## src/design/cpu_ctl_pkg.sv

```systemverilog
// Package with register offsets, field layouts and reset values of the control register bank
package cpu_ctl_pkg;
   // Register byte offsets on APB
   localparam logic [11:0] MEM_BOX_CTL_OFF = 12'h000;
   localparam logic [11:0] BUS_IF_CTL_OFF = 12'h004;
   localparam logic [11:0] CYC_CNT_CTL_OFF = 12'h008;
   localparam logic [11:0] CYC_CNT_OFF = 12'h00C;
   localparam logic [11:0] TRANSLATION_BUFFER_CONTROL_OFF = 12'h010;
   localparam logic [11:0] SER_XMIT_OFF = 12'h014;
   localparam logic [11:0] STATUS_OFF = 12'h018;
   localparam logic [11:0] TB_INVAL_OFF = 12'h01C;

   // Memory-box control: low twelve bits, reset value
   localparam int MEM_BOX_W = 12;
   localparam logic [11:0] MEM_BOX_RESET = 12'h100;
   localparam int MB_WB_EN = 8;
   localparam int MB_MCHK_EN = 0;
   localparam int MB_CRD_EN = 1;
   localparam int MB_ISTREAM_EN = 2;
   localparam int MB_DCACHE_EN = 3;
   localparam int MB_FHIT = 4;

   // Bus-interface control field positions
   localparam int BI_BC_EN = 0;
   localparam int BI_PARITY = 1;
   localparam int BI_CE_WR = 2;
   localparam int BI_FHIT = 3;
   localparam int BI_RD_SPD_LSB = 4;
   localparam int BI_WR_SPD_LSB = 8;
   localparam int BI_WE_CTL_LSB = 12;
   localparam int BI_SIZE_LSB = 16;
   localparam int BI_PA_DIS_LSB = 20;
   localparam int BI_PA_DIS_W = 4;
   localparam int BI_BAD_TAG_PARITY_CTL = 24;
   localparam int BI_BAD_DATA_PARITY_CTL = 25;

   // Defined part of bus-interface control after reset
   localparam logic BI_BC_EN_RESET = 1'b0;
   localparam logic BI_FHIT_RESET = 1'b0;
   localparam logic BI_CE_WR_RESET = 1'b1;
   localparam logic [3:0] BI_PA_DIS_RESET = 4'h0;
   localparam logic BI_BAD_TAG_PARITY_CTL_RESET = 1'b0;

   // Cycle counter control bits
   localparam int CC_EN = 0;
   localparam logic CC_EN_RESET = 1'b0;

   // Status bits
   localparam int ST_TB_INVAL_DONE = 0;
   localparam int ST_TB_SIZE_SET = 1;
   localparam int ST_SER_SET = 2;
   localparam int ST_BC_PROG = 3;
endpackage : cpu_ctl_pkg

```

## src/design/cpu_control_reg_reset_init.sv

```systemverilog
// Control register bank of the memory side and bus interface, with its reset state
//
// How it works
// - reset loads memory-box control low bits with 0x100, write buffer on.
// - cycle counter disabled at reset; count and control otherwise undefined.
// - reset: board cache off, forced hit off, chip enable on RAM writes.
// - reset clears phys-addr disable and bad-tag-parity; bad-data-parity undefined.
// - serial transmit register drives a pin; firmware initialises it.
//
// Register access over APB and the placing of the registers were decided locally.
`timescale 1ns/1ps
module cpu_control_reg_reset_init #(
   parameter int CNT_W = 32
) (
   // Clock and reset
   input wire logic core_clk,
   input wire logic rst,
   input wire logic clkEn,
   // APB slave
   input wire logic psel,
   input wire logic penable,
   input wire logic pwrite,
   input wire logic [11:0] paddr,
   input wire logic [31:0] pwdata,
   output logic [31:0] prdata,
   output logic pready,
   output logic pslverr,
   // Memory-box controls
   output logic writeBufferEn,
   output logic machineCheckEn,
   output logic corrReadIntEn,
   output logic streamBufferEn,
   output logic dataCacheEn,
   output logic forcedHitEn,
   // Bus-interface controls
   output logic boardCacheEn,
   output logic boardCacheForcedHit,
   output logic chipEnableOnWrite,
   output logic parityMode,
   output logic [3:0] boardCacheRdSpeed,
   output logic [3:0] boardCacheWrSpeed,
   output logic [3:0] boardCacheWeCtl,
   output logic [3:0] boardCacheSize,
   output logic [3:0] boardCachePhysAddrDisable,
   output logic badTagParityCtl,
   output logic badDataParityCtl,
   // Translation buffer
   output logic largePageSel,
   output logic tbInvalidateAll,
   // Cycle counter and serial pin
   output logic cycleCountEn,
   output logic serialTxPin
);
   logic [11:0] memBox_reg;
   logic busDef_reg;
   logic [3:0] paDis_reg;
   logic badTcp_reg;
   logic bcFhit_reg;
   logic ceWr_reg;
   logic ccEn_reg;
   logic tbInvalDone_reg;
   logic tbSizeSet_reg;
   logic serSet_reg;
   logic bcProg_reg;
   logic invalPulse_reg;
   logic [31:0] busUndef;
   logic [31:0] cntCtlUndef;
   logic [CNT_W-1:0] cnt;
   logic [CNT_W-1:0] cntNext;
   logic [31:0] tbCtlUndef;
   logic [31:0] serUndef;
   logic [31:0] rdNext;
   logic wrAcc;
   logic rdAcc;
   logic mapped;
   logic wrBus;
   logic wrCc;
   logic wrCnt;
   logic wrTb;
   logic wrSer;
   logic cntLoad;
   logic selMemBox;
   logic selBus;
   logic selCc;
   logic selCnt;
   logic selTb;
   logic selSer;
   logic selStatus;
   logic selInval;
   logic wrMemBox;
   logic wrInval;

   // Zero-wait slave: every access completes in its first access cycle
   assign pready = 1'b1;
   assign wrAcc = psel && penable && pwrite && clkEn;
   assign rdAcc = psel && !penable && !pwrite;
   // One-hot select; an address outside the map raises the bus error and touches nothing
   always_comb begin
      selMemBox = 1'b0;
      selBus = 1'b0;
      selCc = 1'b0;
      selCnt = 1'b0;
      selTb = 1'b0;
      selSer = 1'b0;
      selStatus = 1'b0;
      selInval = 1'b0;
      case (paddr)
         cpu_ctl_pkg::MEM_BOX_CTL_OFF: selMemBox = 1'b1;
         cpu_ctl_pkg::BUS_IF_CTL_OFF: selBus = 1'b1;
         cpu_ctl_pkg::CYC_CNT_CTL_OFF: selCc = 1'b1;
         cpu_ctl_pkg::CYC_CNT_OFF: selCnt = 1'b1;
         cpu_ctl_pkg::TRANSLATION_BUFFER_CONTROL_OFF: selTb = 1'b1;
         cpu_ctl_pkg::SER_XMIT_OFF: selSer = 1'b1;
         cpu_ctl_pkg::STATUS_OFF: selStatus = 1'b1;
         cpu_ctl_pkg::TB_INVAL_OFF: selInval = 1'b1;
         default: selInval = 1'b0;
      endcase
   end
   assign mapped = selMemBox || selBus || selCc || selCnt || selTb || selSer || selStatus
      || selInval;
   assign pslverr = psel && penable && !mapped;
   assign wrMemBox = wrAcc && selMemBox;
   assign wrBus = wrAcc && selBus;
   assign wrCc = wrAcc && selCc;
   assign wrCnt = wrAcc && selCnt;
   assign wrTb = wrAcc && selTb;
   assign wrSer = wrAcc && selSer;
   assign wrInval = wrAcc && selInval;

   // Memory-box control
   always_ff @(posedge core_clk or posedge rst) begin
      if (rst) begin
         memBox_reg <= cpu_ctl_pkg::MEM_BOX_RESET;
      end else if (wrMemBox) begin
         memBox_reg <= pwdata[cpu_ctl_pkg::MEM_BOX_W-1:0];
      end
   end

   // Defined bus-interface bits
   always_ff @(posedge core_clk or posedge rst) begin
      if (rst) begin
         busDef_reg <= cpu_ctl_pkg::BI_BC_EN_RESET;
         bcFhit_reg <= cpu_ctl_pkg::BI_FHIT_RESET;
         ceWr_reg <= cpu_ctl_pkg::BI_CE_WR_RESET;
         paDis_reg <= cpu_ctl_pkg::BI_PA_DIS_RESET;
         badTcp_reg <= cpu_ctl_pkg::BI_BAD_TAG_PARITY_CTL_RESET;
      end else if (wrBus) begin
         busDef_reg <= pwdata[cpu_ctl_pkg::BI_BC_EN];
         bcFhit_reg <= pwdata[cpu_ctl_pkg::BI_FHIT];
         ceWr_reg <= pwdata[cpu_ctl_pkg::BI_CE_WR];
         paDis_reg <= pwdata[cpu_ctl_pkg::BI_PA_DIS_LSB +: cpu_ctl_pkg::BI_PA_DIS_W];
         badTcp_reg <= pwdata[cpu_ctl_pkg::BI_BAD_TAG_PARITY_CTL];
      end
   end

   // Undefined parts: parity, speeds, write enable, size, bad data parity
   undef_reg #(.WIDTH(32)) busUndefReg (
      .core_clk(core_clk),
      .clkEn(clkEn),
      .load(wrBus),
      .loadData(pwdata),
      .value(busUndef)
   );

   // Counter control word beyond the enable stays undefined
   undef_reg #(.WIDTH(32)) ccCtlReg (
      .core_clk(core_clk),
      .clkEn(clkEn),
      .load(wrCc),
      .loadData(pwdata),
      .value(cntCtlUndef)
   );

   always_ff @(posedge core_clk or posedge rst) begin
      if (rst) begin
         ccEn_reg <= cpu_ctl_pkg::CC_EN_RESET;
      end else if (wrCc) begin
         ccEn_reg <= pwdata[cpu_ctl_pkg::CC_EN];
      end
   end

   // Counter value has no reset; it counts only once enabled
   assign cntLoad = wrCnt || (ccEn_reg && clkEn);
   assign cntNext = wrCnt ? pwdata[CNT_W-1:0] : cnt + CNT_W'(1);
   undef_reg #(.WIDTH(CNT_W)) cntReg (
      .core_clk(core_clk),
      .clkEn(clkEn),
      .load(cntLoad),
      .loadData(cntNext),
      .value(cnt)
   );

   // Page size select, unknown until written
   undef_reg #(.WIDTH(32)) tbCtlReg (
      .core_clk(core_clk),
      .clkEn(clkEn),
      .load(wrTb),
      .loadData(pwdata),
      .value(tbCtlUndef)
   );

   // Serial transmit bit drives the pin directly
   undef_reg #(.WIDTH(32)) serReg (
      .core_clk(core_clk),
      .clkEn(clkEn),
      .load(wrSer),
      .loadData(pwdata),
      .value(serUndef)
   );

   // Firmware progress flags, readable so software can check its bring-up order
   always_ff @(posedge core_clk or posedge rst) begin
      if (rst) begin
         tbInvalDone_reg <= 1'b0;
         tbSizeSet_reg <= 1'b0;
         serSet_reg <= 1'b0;
         bcProg_reg <= 1'b0;
      end else if (clkEn) begin
         if (wrInval) begin
            tbInvalDone_reg <= 1'b1;
         end
         if (wrTb) begin
            tbSizeSet_reg <= 1'b1;
         end
         if (wrSer) begin
            serSet_reg <= 1'b1;
         end
         if (wrBus) begin
            bcProg_reg <= 1'b1;
         end
      end
   end

   // Invalidate-all strobe, one cycle per write
   always_ff @(posedge core_clk or posedge rst) begin
      if (rst) begin
         invalPulse_reg <= 1'b0;
      end else if (clkEn) begin
         invalPulse_reg <= wrInval;
      end
   end

   // Read mux, latched in setup so data come from a flip-flop
   always_comb begin
      rdNext = 32'h00000000;
      case (paddr)
         cpu_ctl_pkg::MEM_BOX_CTL_OFF: rdNext = {20'h00000, memBox_reg};
         cpu_ctl_pkg::BUS_IF_CTL_OFF: begin
            rdNext = busUndef;
            rdNext[cpu_ctl_pkg::BI_BC_EN] = busDef_reg;
            rdNext[cpu_ctl_pkg::BI_FHIT] = bcFhit_reg;
            rdNext[cpu_ctl_pkg::BI_CE_WR] = ceWr_reg;
            rdNext[cpu_ctl_pkg::BI_PA_DIS_LSB +: cpu_ctl_pkg::BI_PA_DIS_W] = paDis_reg;
            rdNext[cpu_ctl_pkg::BI_BAD_TAG_PARITY_CTL] = badTcp_reg;
         end
         cpu_ctl_pkg::CYC_CNT_CTL_OFF: begin
            rdNext = cntCtlUndef;
            rdNext[cpu_ctl_pkg::CC_EN] = ccEn_reg;
         end
         cpu_ctl_pkg::CYC_CNT_OFF: rdNext = 32'(cnt);
         cpu_ctl_pkg::TRANSLATION_BUFFER_CONTROL_OFF: rdNext = tbCtlUndef;
         cpu_ctl_pkg::SER_XMIT_OFF: rdNext = serUndef;
         cpu_ctl_pkg::STATUS_OFF: begin
            rdNext[cpu_ctl_pkg::ST_TB_INVAL_DONE] = tbInvalDone_reg;
            rdNext[cpu_ctl_pkg::ST_TB_SIZE_SET] = tbSizeSet_reg;
            rdNext[cpu_ctl_pkg::ST_SER_SET] = serSet_reg;
            rdNext[cpu_ctl_pkg::ST_BC_PROG] = bcProg_reg;
         end
         default: rdNext = 32'h00000000;
      endcase
   end

   always_ff @(posedge core_clk or posedge rst) begin
      if (rst) begin
         prdata <= 32'h00000000;
      end else if (clkEn && rdAcc) begin
         prdata <= rdNext;
      end
   end

   // Outputs
   assign writeBufferEn = memBox_reg[cpu_ctl_pkg::MB_WB_EN];
   assign machineCheckEn = memBox_reg[cpu_ctl_pkg::MB_MCHK_EN];
   assign corrReadIntEn = memBox_reg[cpu_ctl_pkg::MB_CRD_EN];
   assign streamBufferEn = memBox_reg[cpu_ctl_pkg::MB_ISTREAM_EN];
   assign dataCacheEn = memBox_reg[cpu_ctl_pkg::MB_DCACHE_EN];
   assign forcedHitEn = memBox_reg[cpu_ctl_pkg::MB_FHIT];
   // Board cache timing is the firmware's job before enabling; hardware only passes it on
   assign boardCacheEn = busDef_reg;
   assign boardCacheForcedHit = bcFhit_reg;
   assign chipEnableOnWrite = ceWr_reg;
   assign parityMode = busUndef[cpu_ctl_pkg::BI_PARITY];
   assign boardCacheRdSpeed = busUndef[cpu_ctl_pkg::BI_RD_SPD_LSB +: 4];
   assign boardCacheWrSpeed = busUndef[cpu_ctl_pkg::BI_WR_SPD_LSB +: 4];
   assign boardCacheWeCtl = busUndef[cpu_ctl_pkg::BI_WE_CTL_LSB +: 4];
   assign boardCacheSize = busUndef[cpu_ctl_pkg::BI_SIZE_LSB +: 4];
   assign boardCachePhysAddrDisable = paDis_reg;
   assign badTagParityCtl = badTcp_reg;
   assign badDataParityCtl = busUndef[cpu_ctl_pkg::BI_BAD_DATA_PARITY_CTL];
   assign largePageSel = tbCtlUndef[0];
   assign tbInvalidateAll = invalPulse_reg;
   assign cycleCountEn = ccEn_reg;
   assign serialTxPin = serUndef[0];
endmodule : cpu_control_reg_reset_init

```

## src/design/undef_reg.sv

```systemverilog
// Word register with no reset, for state that starts unknown
`timescale 1ns/1ps
module undef_reg #(
   parameter int WIDTH = 32
) (
   // Clock
   input wire logic core_clk,
   input wire logic clkEn,
   // Load
   input wire logic load,
   input wire logic [WIDTH-1:0] loadData,
   // Contents
   output logic [WIDTH-1:0] value
);
   // No reset: contents are unknown until software writes
   always_ff @(posedge core_clk) begin
      if (clkEn && load) begin
         value <= loadData;
      end
   end
endmodule : undef_reg

```

## config.mk

```make
export PLATFORM = sky130hd
export DESIGN_NAME = cpu_control_reg_reset_init
export DESIGN_NICKNAME = d
export VERILOG_FILES = /design/src/design/cpu_ctl_pkg.sv /design/src/design/cpu_control_reg_reset_init.sv /design/src/design/undef_reg.sv
export SDC_FILE = /design/constraint.sdc
export NUM_CORES = 1
export LEC_CHECK = 0
export BUFFER_PORTS_ARGS = -buffer_cell sky130_fd_sc_hd__buf_2
export CAP_MARGIN = 20
export CORE_UTILIZATION = 55
export DETAILED_ROUTE_END_ITERATION = 16
export MAX_ROUTING_LAYER = met4
export PLACE_DENSITY = 0.75
export SYNTH_ARGS = -nofsm -noshare
export SYNTH_HDL_FRONTEND = slang
export SYNTH_SLANG_ARGS = --single-unit
export TNS_END_PERCENT = 50
```

## constraint.sdc

```tcl
create_clock -name core_clk -period 4.1 [get_ports core_clk]
set_clock_uncertainty 0.15 [all_clocks]
set_input_delay 0.41 -clock core_clk [delete_from_list [all_inputs] [get_ports core_clk]]
set_output_delay 0.41 -clock core_clk [all_outputs]
set_load 0.02 [all_outputs]
```

==> metrics.md, run 1 <==
| Metric | Value |
|---|---|
| Status | `completed` |
| Area fraction in compound gates after synthesis | `12.5%` |
| HPWL Detailed | `14100 um` |
| Drt total wl | `21700 um` |
| Core ar. | `15900 um^2` |
| Adder-Cell Fraction of Synth Area | `0.139%` |
| Grt ovf | `0` |
| Final min period | `2920 ps` |
| Crit path launch | `paddr[9]` |
| Number of flops mapped to enable cells by yosys | `151` |
| MaxCap Viol Count | `0` |
| Primary FF master, synth | `edfxtp_1` |
| # diodes | `0` |
| RSZ-0062 raised after global routing | `no` |
| Synthesized flop and latch total | `209` |
| Syn Nets | `752` |
| H-tree levels | `1` |
| Vias in the first global route | `6259` |
| Post-synthesis sequential area ratio | `66.5%` |
| Crit path capture type | `flop` |
| Die area | `16900 um^2` |
| Final period util | `71.3%` |
| Cell count after synthesis | `701` |
| Crit path buffers/inverters | `1` |
| Crit path cell chain | `buf_2 > or4_4 > or3_1 > nor3_4 > nand2_2 > mux2_4` |
| Largest family of logic cells by synthesized area | `compound AO/OA/AOI/OAI gates` |
| Routed wire length per instance | `20.7 um` |
| Area growth from synthesis to layout | `18.6%` |
| Required @ worst endpoint | `4330 ps` |
| Peak supply drop | `322 uV` |
| Fin worst setup slack | `1180 ps` |
| Clock power share | `44.6%` |
| Endpoint, Worst Hold | `tbCtlReg.value[20]` |
| Mapped Area | `9000 um^2` |
| Final ANT Viol Nets | `0` |
| DR vias/cell | `6.10` |
| CTS tree | `yes` |
| Total GRT Usage | `27.3%` |
| Share of layout cells above drive strength 1 | `24.9%` |
| Multiplexer share of the synthesized area | `4.03%` |
| Synth async-reset ratio | `27.8%` |
| Net Switching | `999 uW` |
| Largest net degree at the start of global routing | `43` |
| Placed Cells incl. Taps | `995` |
| Vias | `6389` |
| # DRC | `0` |
| Crit path max-delay family | `simple AND/OR/NAND/NOR gates` |
| Clock Path Buffers | `3` |
| Library cells used by synthesis | `50` |
| GPL Wtd Cong | `0.899` |
| Crit path kind | `primary input to flop` |
| Pwr Density | `441 nW/um^2` |
| Slew @ Worst Pin | `790 ps` |
| PortBufs | `118` |
| First-pass DRT Iterations | `7` |
| Flop pwr share | `49.5%` |
| HP Class | `primary input to flop` |
| Hold Crit Depth | `1` |
| Gate power share | `6.0%` |
| First-pass GRT wire length | `33800 um` |
| Initial antenna violation count | `0` |
| Total internal power | `3710 uW` |
| Xor and xnor fraction of the mapped netlist area | `2.92%` |
| Min Hold Slack | `11.7 ps` |
| Clock-pin slew on the worst setup and hold paths | `60 ps` |
| Sw frac | `21.2%` |
| Final setup vio count | `0` |
| CTS Buf Count | `22` |
| Die Width | `130 um` |
| Crit Path Max Fanout | `16` |
| Nets | `868` |
| R2r setup slk | `1650 ps` |
| R2r worst-path depth | `5` |
| Worst r2r dst | `cntReg.value[31]` |
| Clock Sinks | `209` |
| FP Rows | `46` |
| Setup WS pre-CTS | `715 ps` |
| Multi-input gate area | `2740 um^2` |
| Post-CTS resize count | `0` |
| Leakage power | `0.00411 uW` |
| Fill count | `1164` |
| CP max-delay cell | `or3_1` |
| Worst r2r src | `cntReg.value[11]` |
| F_max | `0.342 GHz` |
| CP startpoint kind | `primary input` |
| Max-slew violations | `0` |
| Clk root buf | `clkbuf_16` |
| DR iter-0 viols | `610` |
| Synth warnings | `0` |
| I/O Pins | `120` |
| Simple-gate portion of the synthesized area | `10.3%` |
| Max-slew headroom | `46.9%` |
| Worst path max stage delay | `720 ps` |
| Critical Path AT | `3160 ps` |
| Clk Latency, worst-skew pair | `510 ps` |
| Hold Violations, Final | `0` |
| Worst Hold Launch | `pwdata[20]` |
| DIE HEIGHT | `130 um` |
| Avg Inst Size Synth | `12.8 um^2` |
| Fin cells | `1048` |
| Register area | `5990 um^2` |
| Initial core utilization | `56.5%` |
Yosys cell counts, types with 2 or more instances:
master	number	area, um^2
a21oi_1	66	330
a221oi_1	3	26.3
a222oi_1	13	130
a22oi_1	39	293
a2bb2oi_1	5	43.8
a31oi_1	10	62.6
and3_1	10	62.6
and4_1	4	35.0
buf_4	19	143
clkbuf_1	36	135
dfrtp_1	56	1400
dfstp_2	2	52.6
edfxtp_1	151	4530
inv_1	5	18.8
mux2_2	8	90.1
mux2_4	10	150
mux2i_1	10	100
nand2_1	46	173
nand2b_1	5	31.3
nand3_1	14	70.1
nand4_1	13	81.3
nor2_1	65	244
nor2b_1	2	12.5
nor3_1	13	65.1
nor4_1	3	18.8
o21ai_0	33	165
o22ai_1	3	18.8
o31ai_1	2	15.0
or2_2	2	12.5
or3_1	5	31.3
xnor2_1	17	149
xor2_1	13	114
metrics by stage:
stage	power, uW	setup TNS [ps]	instance area, um^2	utilization, %
4_1_cts	4730	0	10700	67.0
5_1_grt	4840	0	10700	67.0
3_5_place_dp	2640	0	9740	61.1
2_1_floorplan	2510	-9150	9010	-
6_report	4710	0	10700	67.0
3_3_place_gp	2630	0	9740	61.1
power groups by stage:
| stage | registers, uW | logic [uW] | clock network (uW) |
|---|---|---|---|
| 3_3_place_gp | 2370 | 260 | 0 |
| 5_1_grt | 2330 | 304 | 2200 |
| 4_1_cts | 2330 | 281 | 2120 |
| 3_5_place_dp | 2370 | 268 | 0 |
| 2_1_floorplan | 2420 | 91.0 | 0 |
| 6_report | 2330 | 280 | 2100 |
how the worst max path moves through the flow:
stage,cells after the start,to
floorplan,5,cycleCountEn
global placement,6,memBox_reg[6]
detailed placement,6,memBox_reg[5]
CTS,6,memBox_reg[5]
global route,6,memBox_reg[5]
finish,6,memBox_reg[5]
cell usage in the layout, fill, tap and decap left out, types with 17 or more instances in the layout:
cell,Yosys,layout
edfxtp_1,151,151
buf_2,0,118
a21oi_1,66,66
nor2_1,65,64
dfrtp_1,56,56
nand2_1,46,45
a22oi_1,39,39
o21ai_0,33,33
clkbuf_16,0,25
xnor2_1,17,17
buf_4,19,17
repair_timing:
action | 4_1_cts | 5_1_grt
buffers inserted | 0 | 0
endpoints found under the setup margin | 0 | 0
endpoints found under the hold margin | 79 | 0
hold buffers | 14 | 0
layer usage:
metal  GRT usage [%]  vias up  routed length, um
met5               -        -                  0
li1                -     2883                  -
met3            3.61       28               1550
met2            44.3      296              10600
met1            37.0     3182               9290
met4            6.57        0                286
logic make-up after synthesis:
group	after synthesis
AO/OA/AOI/OAI	179
other	1
multiplexers	29
adder cells (fa/ha/maj)	1
buffers and inverters	62
AND/OR/NAND/NOR	190
XOR/XNOR	30
flip-flops	209
area by class of cell:
cell class / instances / area share (%)
inverter: 5 / 0.176
timing repair buffer: 149 / 8.04
tap: 216 / 2.53
clock inverter: 5 / 0.551
clock buffer: 34 / 6.93
multi-input combinational: 430 / 25.7
sequential: 209 / 56.1
Power figures use the tool's default switching activity.
==> run 2: changes to the inputs <==
--- a/config.mk
+++ b/config.mk
@@ -7,10 +7,10 @@
 export LEC_CHECK = 0
 export BUFFER_PORTS_ARGS = -buffer_cell sky130_fd_sc_hd__buf_2
 export CAP_MARGIN = 20
-export CORE_UTILIZATION = 55
+export CORE_UTILIZATION = 52
 export DETAILED_ROUTE_END_ITERATION = 16
 export MAX_ROUTING_LAYER = met4
-export PLACE_DENSITY = 0.75
+export PLACE_DENSITY = 0.74
 export SYNTH_ARGS = -nofsm -noshare
 export SYNTH_HDL_FRONTEND = slang
 export SYNTH_SLANG_ARGS = --single-unit
==> constraint.sdc (replaced) <==
create_clock -name core_clk -period 2.4 [get_ports core_clk]
set_clock_uncertainty 0.15 [all_clocks]
set_input_delay 0.24 -clock core_clk [delete_from_list [all_inputs] [get_ports core_clk]]
set_output_delay 0.24 -clock core_clk [all_outputs]
set_load 0.02 [all_outputs]
==> metrics.md, run 2 (synthesis results as in run 1) <==
| Metric | Value |
|---|---|
| Max-slew headroom | `44.5% (was 46.9%)` |
| Commonest non-fill, non-tap cell in the layout | `edfxtp_1 (unchanged)` |
| Vias in the first global route | `6636 (was 6259)` |
| # diodes | `0 (unchanged)` |
| Crit path kind | `flop to flop (was primary input to flop)` |
| CP startpoint kind | `flop (was primary input)` |
| PortBufs | `118 (unchanged)` |
| Vias | `6617 (was 6389)` |
| Final min period | `2280 ps` |
| Core ar. | `16800 um^2 (was 15900 um^2)` |
| HPWL Detailed | `14900 um (was 14100 um)` |
| Most frequent cells in the layout | `151 x edfxtp_1, 118 x buf_2, 66 x a21oi_1 (unchanged)` |
| F_max | `0.439 GHz` |
| DR vias/cell | `6.00 (was 6.10)` |
| Clock-pin slew on the worst setup and hold paths | `60 ps (about the same)` |
| Drt total wl | `23200 um (was 21700 um)` |
| First-pass GRT wire length | `36200 um (was 33800 um)` |
| Routed wire length per instance | `21.1 um (was 20.7 um)` |
| Hold Violations, Final | `0 (unchanged)` |
| Crit path cell chain | `nand4_1 > or3_1 > or4_1 > xor2_1 > a21oi_1 (was buf_2 > or4_4 > or3_1 > nor3_4 > nand2_2 > mux2_4)` |
| Slew @ Worst Pin | `831 ps (was 790 ps)` |
| H-tree levels | `1 (unchanged)` |
| Die Width | `134 um (was 130 um)` |
| Required @ worst endpoint | `2490 ps (was 4330 ps)` |
| Status | `completed (unchanged)` |
| Initial core utilization | `53.7% (was 56.5%)` |
| Clock Sinks | `209 (unchanged)` |
| Clk Latency, worst-skew pair | `500 ps (was 510 ps)` |
| GPL Wtd Cong | `0.861 (was 0.899)` |
| Crit path max-delay family | `simple AND/OR/NAND/NOR gates (unchanged)` |
| Final period util | `94.8%` |
| Grt ovf | `0 (unchanged)` |
| DR iter-0 viols | `826 (was 610)` |
| Crit path capture type | `flop (unchanged)` |
| Worst path max stage delay | `510 ps (was 720 ps)` |
| CTS Buf Count | `22 (unchanged)` |
| Clock Path Buffers | `3 (unchanged)` |
| Crit Path Max Fanout | `4 (was 16)` |
| Largest net degree at the start of global routing | `47 (was 43)` |
| Initial antenna violation count | `0 (unchanged)` |
| Total GRT Usage | `27.3% (about the same)` |
| Die area | `17800 um^2 (was 16900 um^2)` |
| Peak supply drop | `546 uV (was 322 uV)` |
| Crit path buffers/inverters | `0 (was 1)` |
| Area growth from synthesis to layout | `23.6% (was 18.6%)` |
| DIE HEIGHT | `134 um (was 130 um)` |
| MaxCap Viol Count | `0 (unchanged)` |
| Final ANT Viol Nets | `0 (unchanged)` |
| CP max-delay cell | `or3_1 (unchanged)` |
| CTS tree | `yes (unchanged)` |
| FP Rows | `47 (was 46)` |
| First-pass DRT Iterations | `6 (was 7)` |
| Power Total | `7670 uW (was 4710 uW)` |
| RSZ-0062 raised after global routing | `no (unchanged)` |
| Max-slew violations | `0 (unchanged)` |
| Nets | `918 (was 868)` |
| Min Hold Slack | `24.7 ps (was 11.7 ps)` |
| I/O Pins | `120 (unchanged)` |
| Share of layout cells above drive strength 1 | `27.1% (was 24.9%)` |
| HP Class | `primary input to flop (unchanged)` |
| Clk root buf | `clkbuf_16 (unchanged)` |
| Final setup vio count | `0 (unchanged)` |
| Critical Path AT | `2370 ps (was 3160 ps)` |
| Leakage power | `0.00432 uW (was 0.00411 uW)` |
| # DRC | `0 (unchanged)` |
| Pwr Density | `689 nW/um^2 (was 441 nW/um^2)` |
| Postcts setup bufs | `0 (unchanged)` |
## run 2: cell count changes in the layout (fill, tap and decap cells not counted), sizes merged
cell         delta
clkbuf          -4
clkinv          +5
bufinv          -1
dlygate4sd3    +20
buf            +30
inv             +1
## run 2: path summary, 6_finish.rpt
kind | from | endpoint | slack (ps) | cells past startpoint
worst max-delay path | cntReg.value[6] | cntReg.value[31] | 120 | 5
worst max register to register | cntReg.value[6] | cntReg.value[31] | 120 | 5
min in group asynchronous | rst | prdata[9] | 310 | 3
worst min register to register | prdata[3] | prdata[3] | 320 | 2
worst min-delay path | paddr[0] | chipEnableOnWrite | 20 | 5
max in group asynchronous | rst | boardCachePhysAddrDisable[1] | 1160 | 4
## run 2: repair_timing
action / in CTS / in global routing
endpoints found under the hold margin: 182 / 0
gates resized for setup: 0 / 2
hold buffers: 34 / 0
setup endpoints to repair: 0 / 4
## run 2: power breakdown
| group | total [uW] | internal (uW) | switching (uW) |
|---|---|---|---|
| clock | 3160 | 1820 | 1340 |
| combinational | 526 | 199 | 328 |
| sequential | 3980 | 3940 | 44.8 |
## run 2: per-layer routing
metal / vias up / share of wire, % / global-route usage [%]
li1: 2973 / - / -
met1: 3292 / 41 / 36.3
met2: 308 / 49 / 43.5
met3: 44 / 7.7 / 4.11
met4: 0 / 2.2 / 8.84
met5: - / 0 / -
## run 2: stage by stage
| stage | cell area, um^2 | setup WS, ps | TNS (ps) | utilization (%) | cells |
|---|---|---|---|---|---|
| detailed placement | 10100 | -88.0 | -319 | 60.3 | 1029 |
| global route | 11100 | 71.3 | 0 | 66.4 | 1103 |
| floorplan | 9080 | -374 | -28260 | - | 701 |
| CTS | 11100 | 104 | 0 | 66.3 | 1103 |
| finish | 11100 | 124 | 0 | 66.4 | 1103 |
| global placement | 10100 | 24.9 | 0 | 60.3 | 1029 |
## run 2: final cells by class
cell class              instances  area, um^2
clock buffers                  30         622
clock inverters                10        51.3
fillers                      1208        5630
inverters                       5        18.8
multi-input cells             430        2790
flip-flops and latches        209        5990
well taps                     220         275
repair buffers                199        1380
## run 2: worst min-delay path, delay by kind of cell
| family | cells | cell delay (ps) |
|---|---|---|
| buffers and inverters | 1 | 90 |
| AND/OR/NAND/NOR | 4 | 310 |
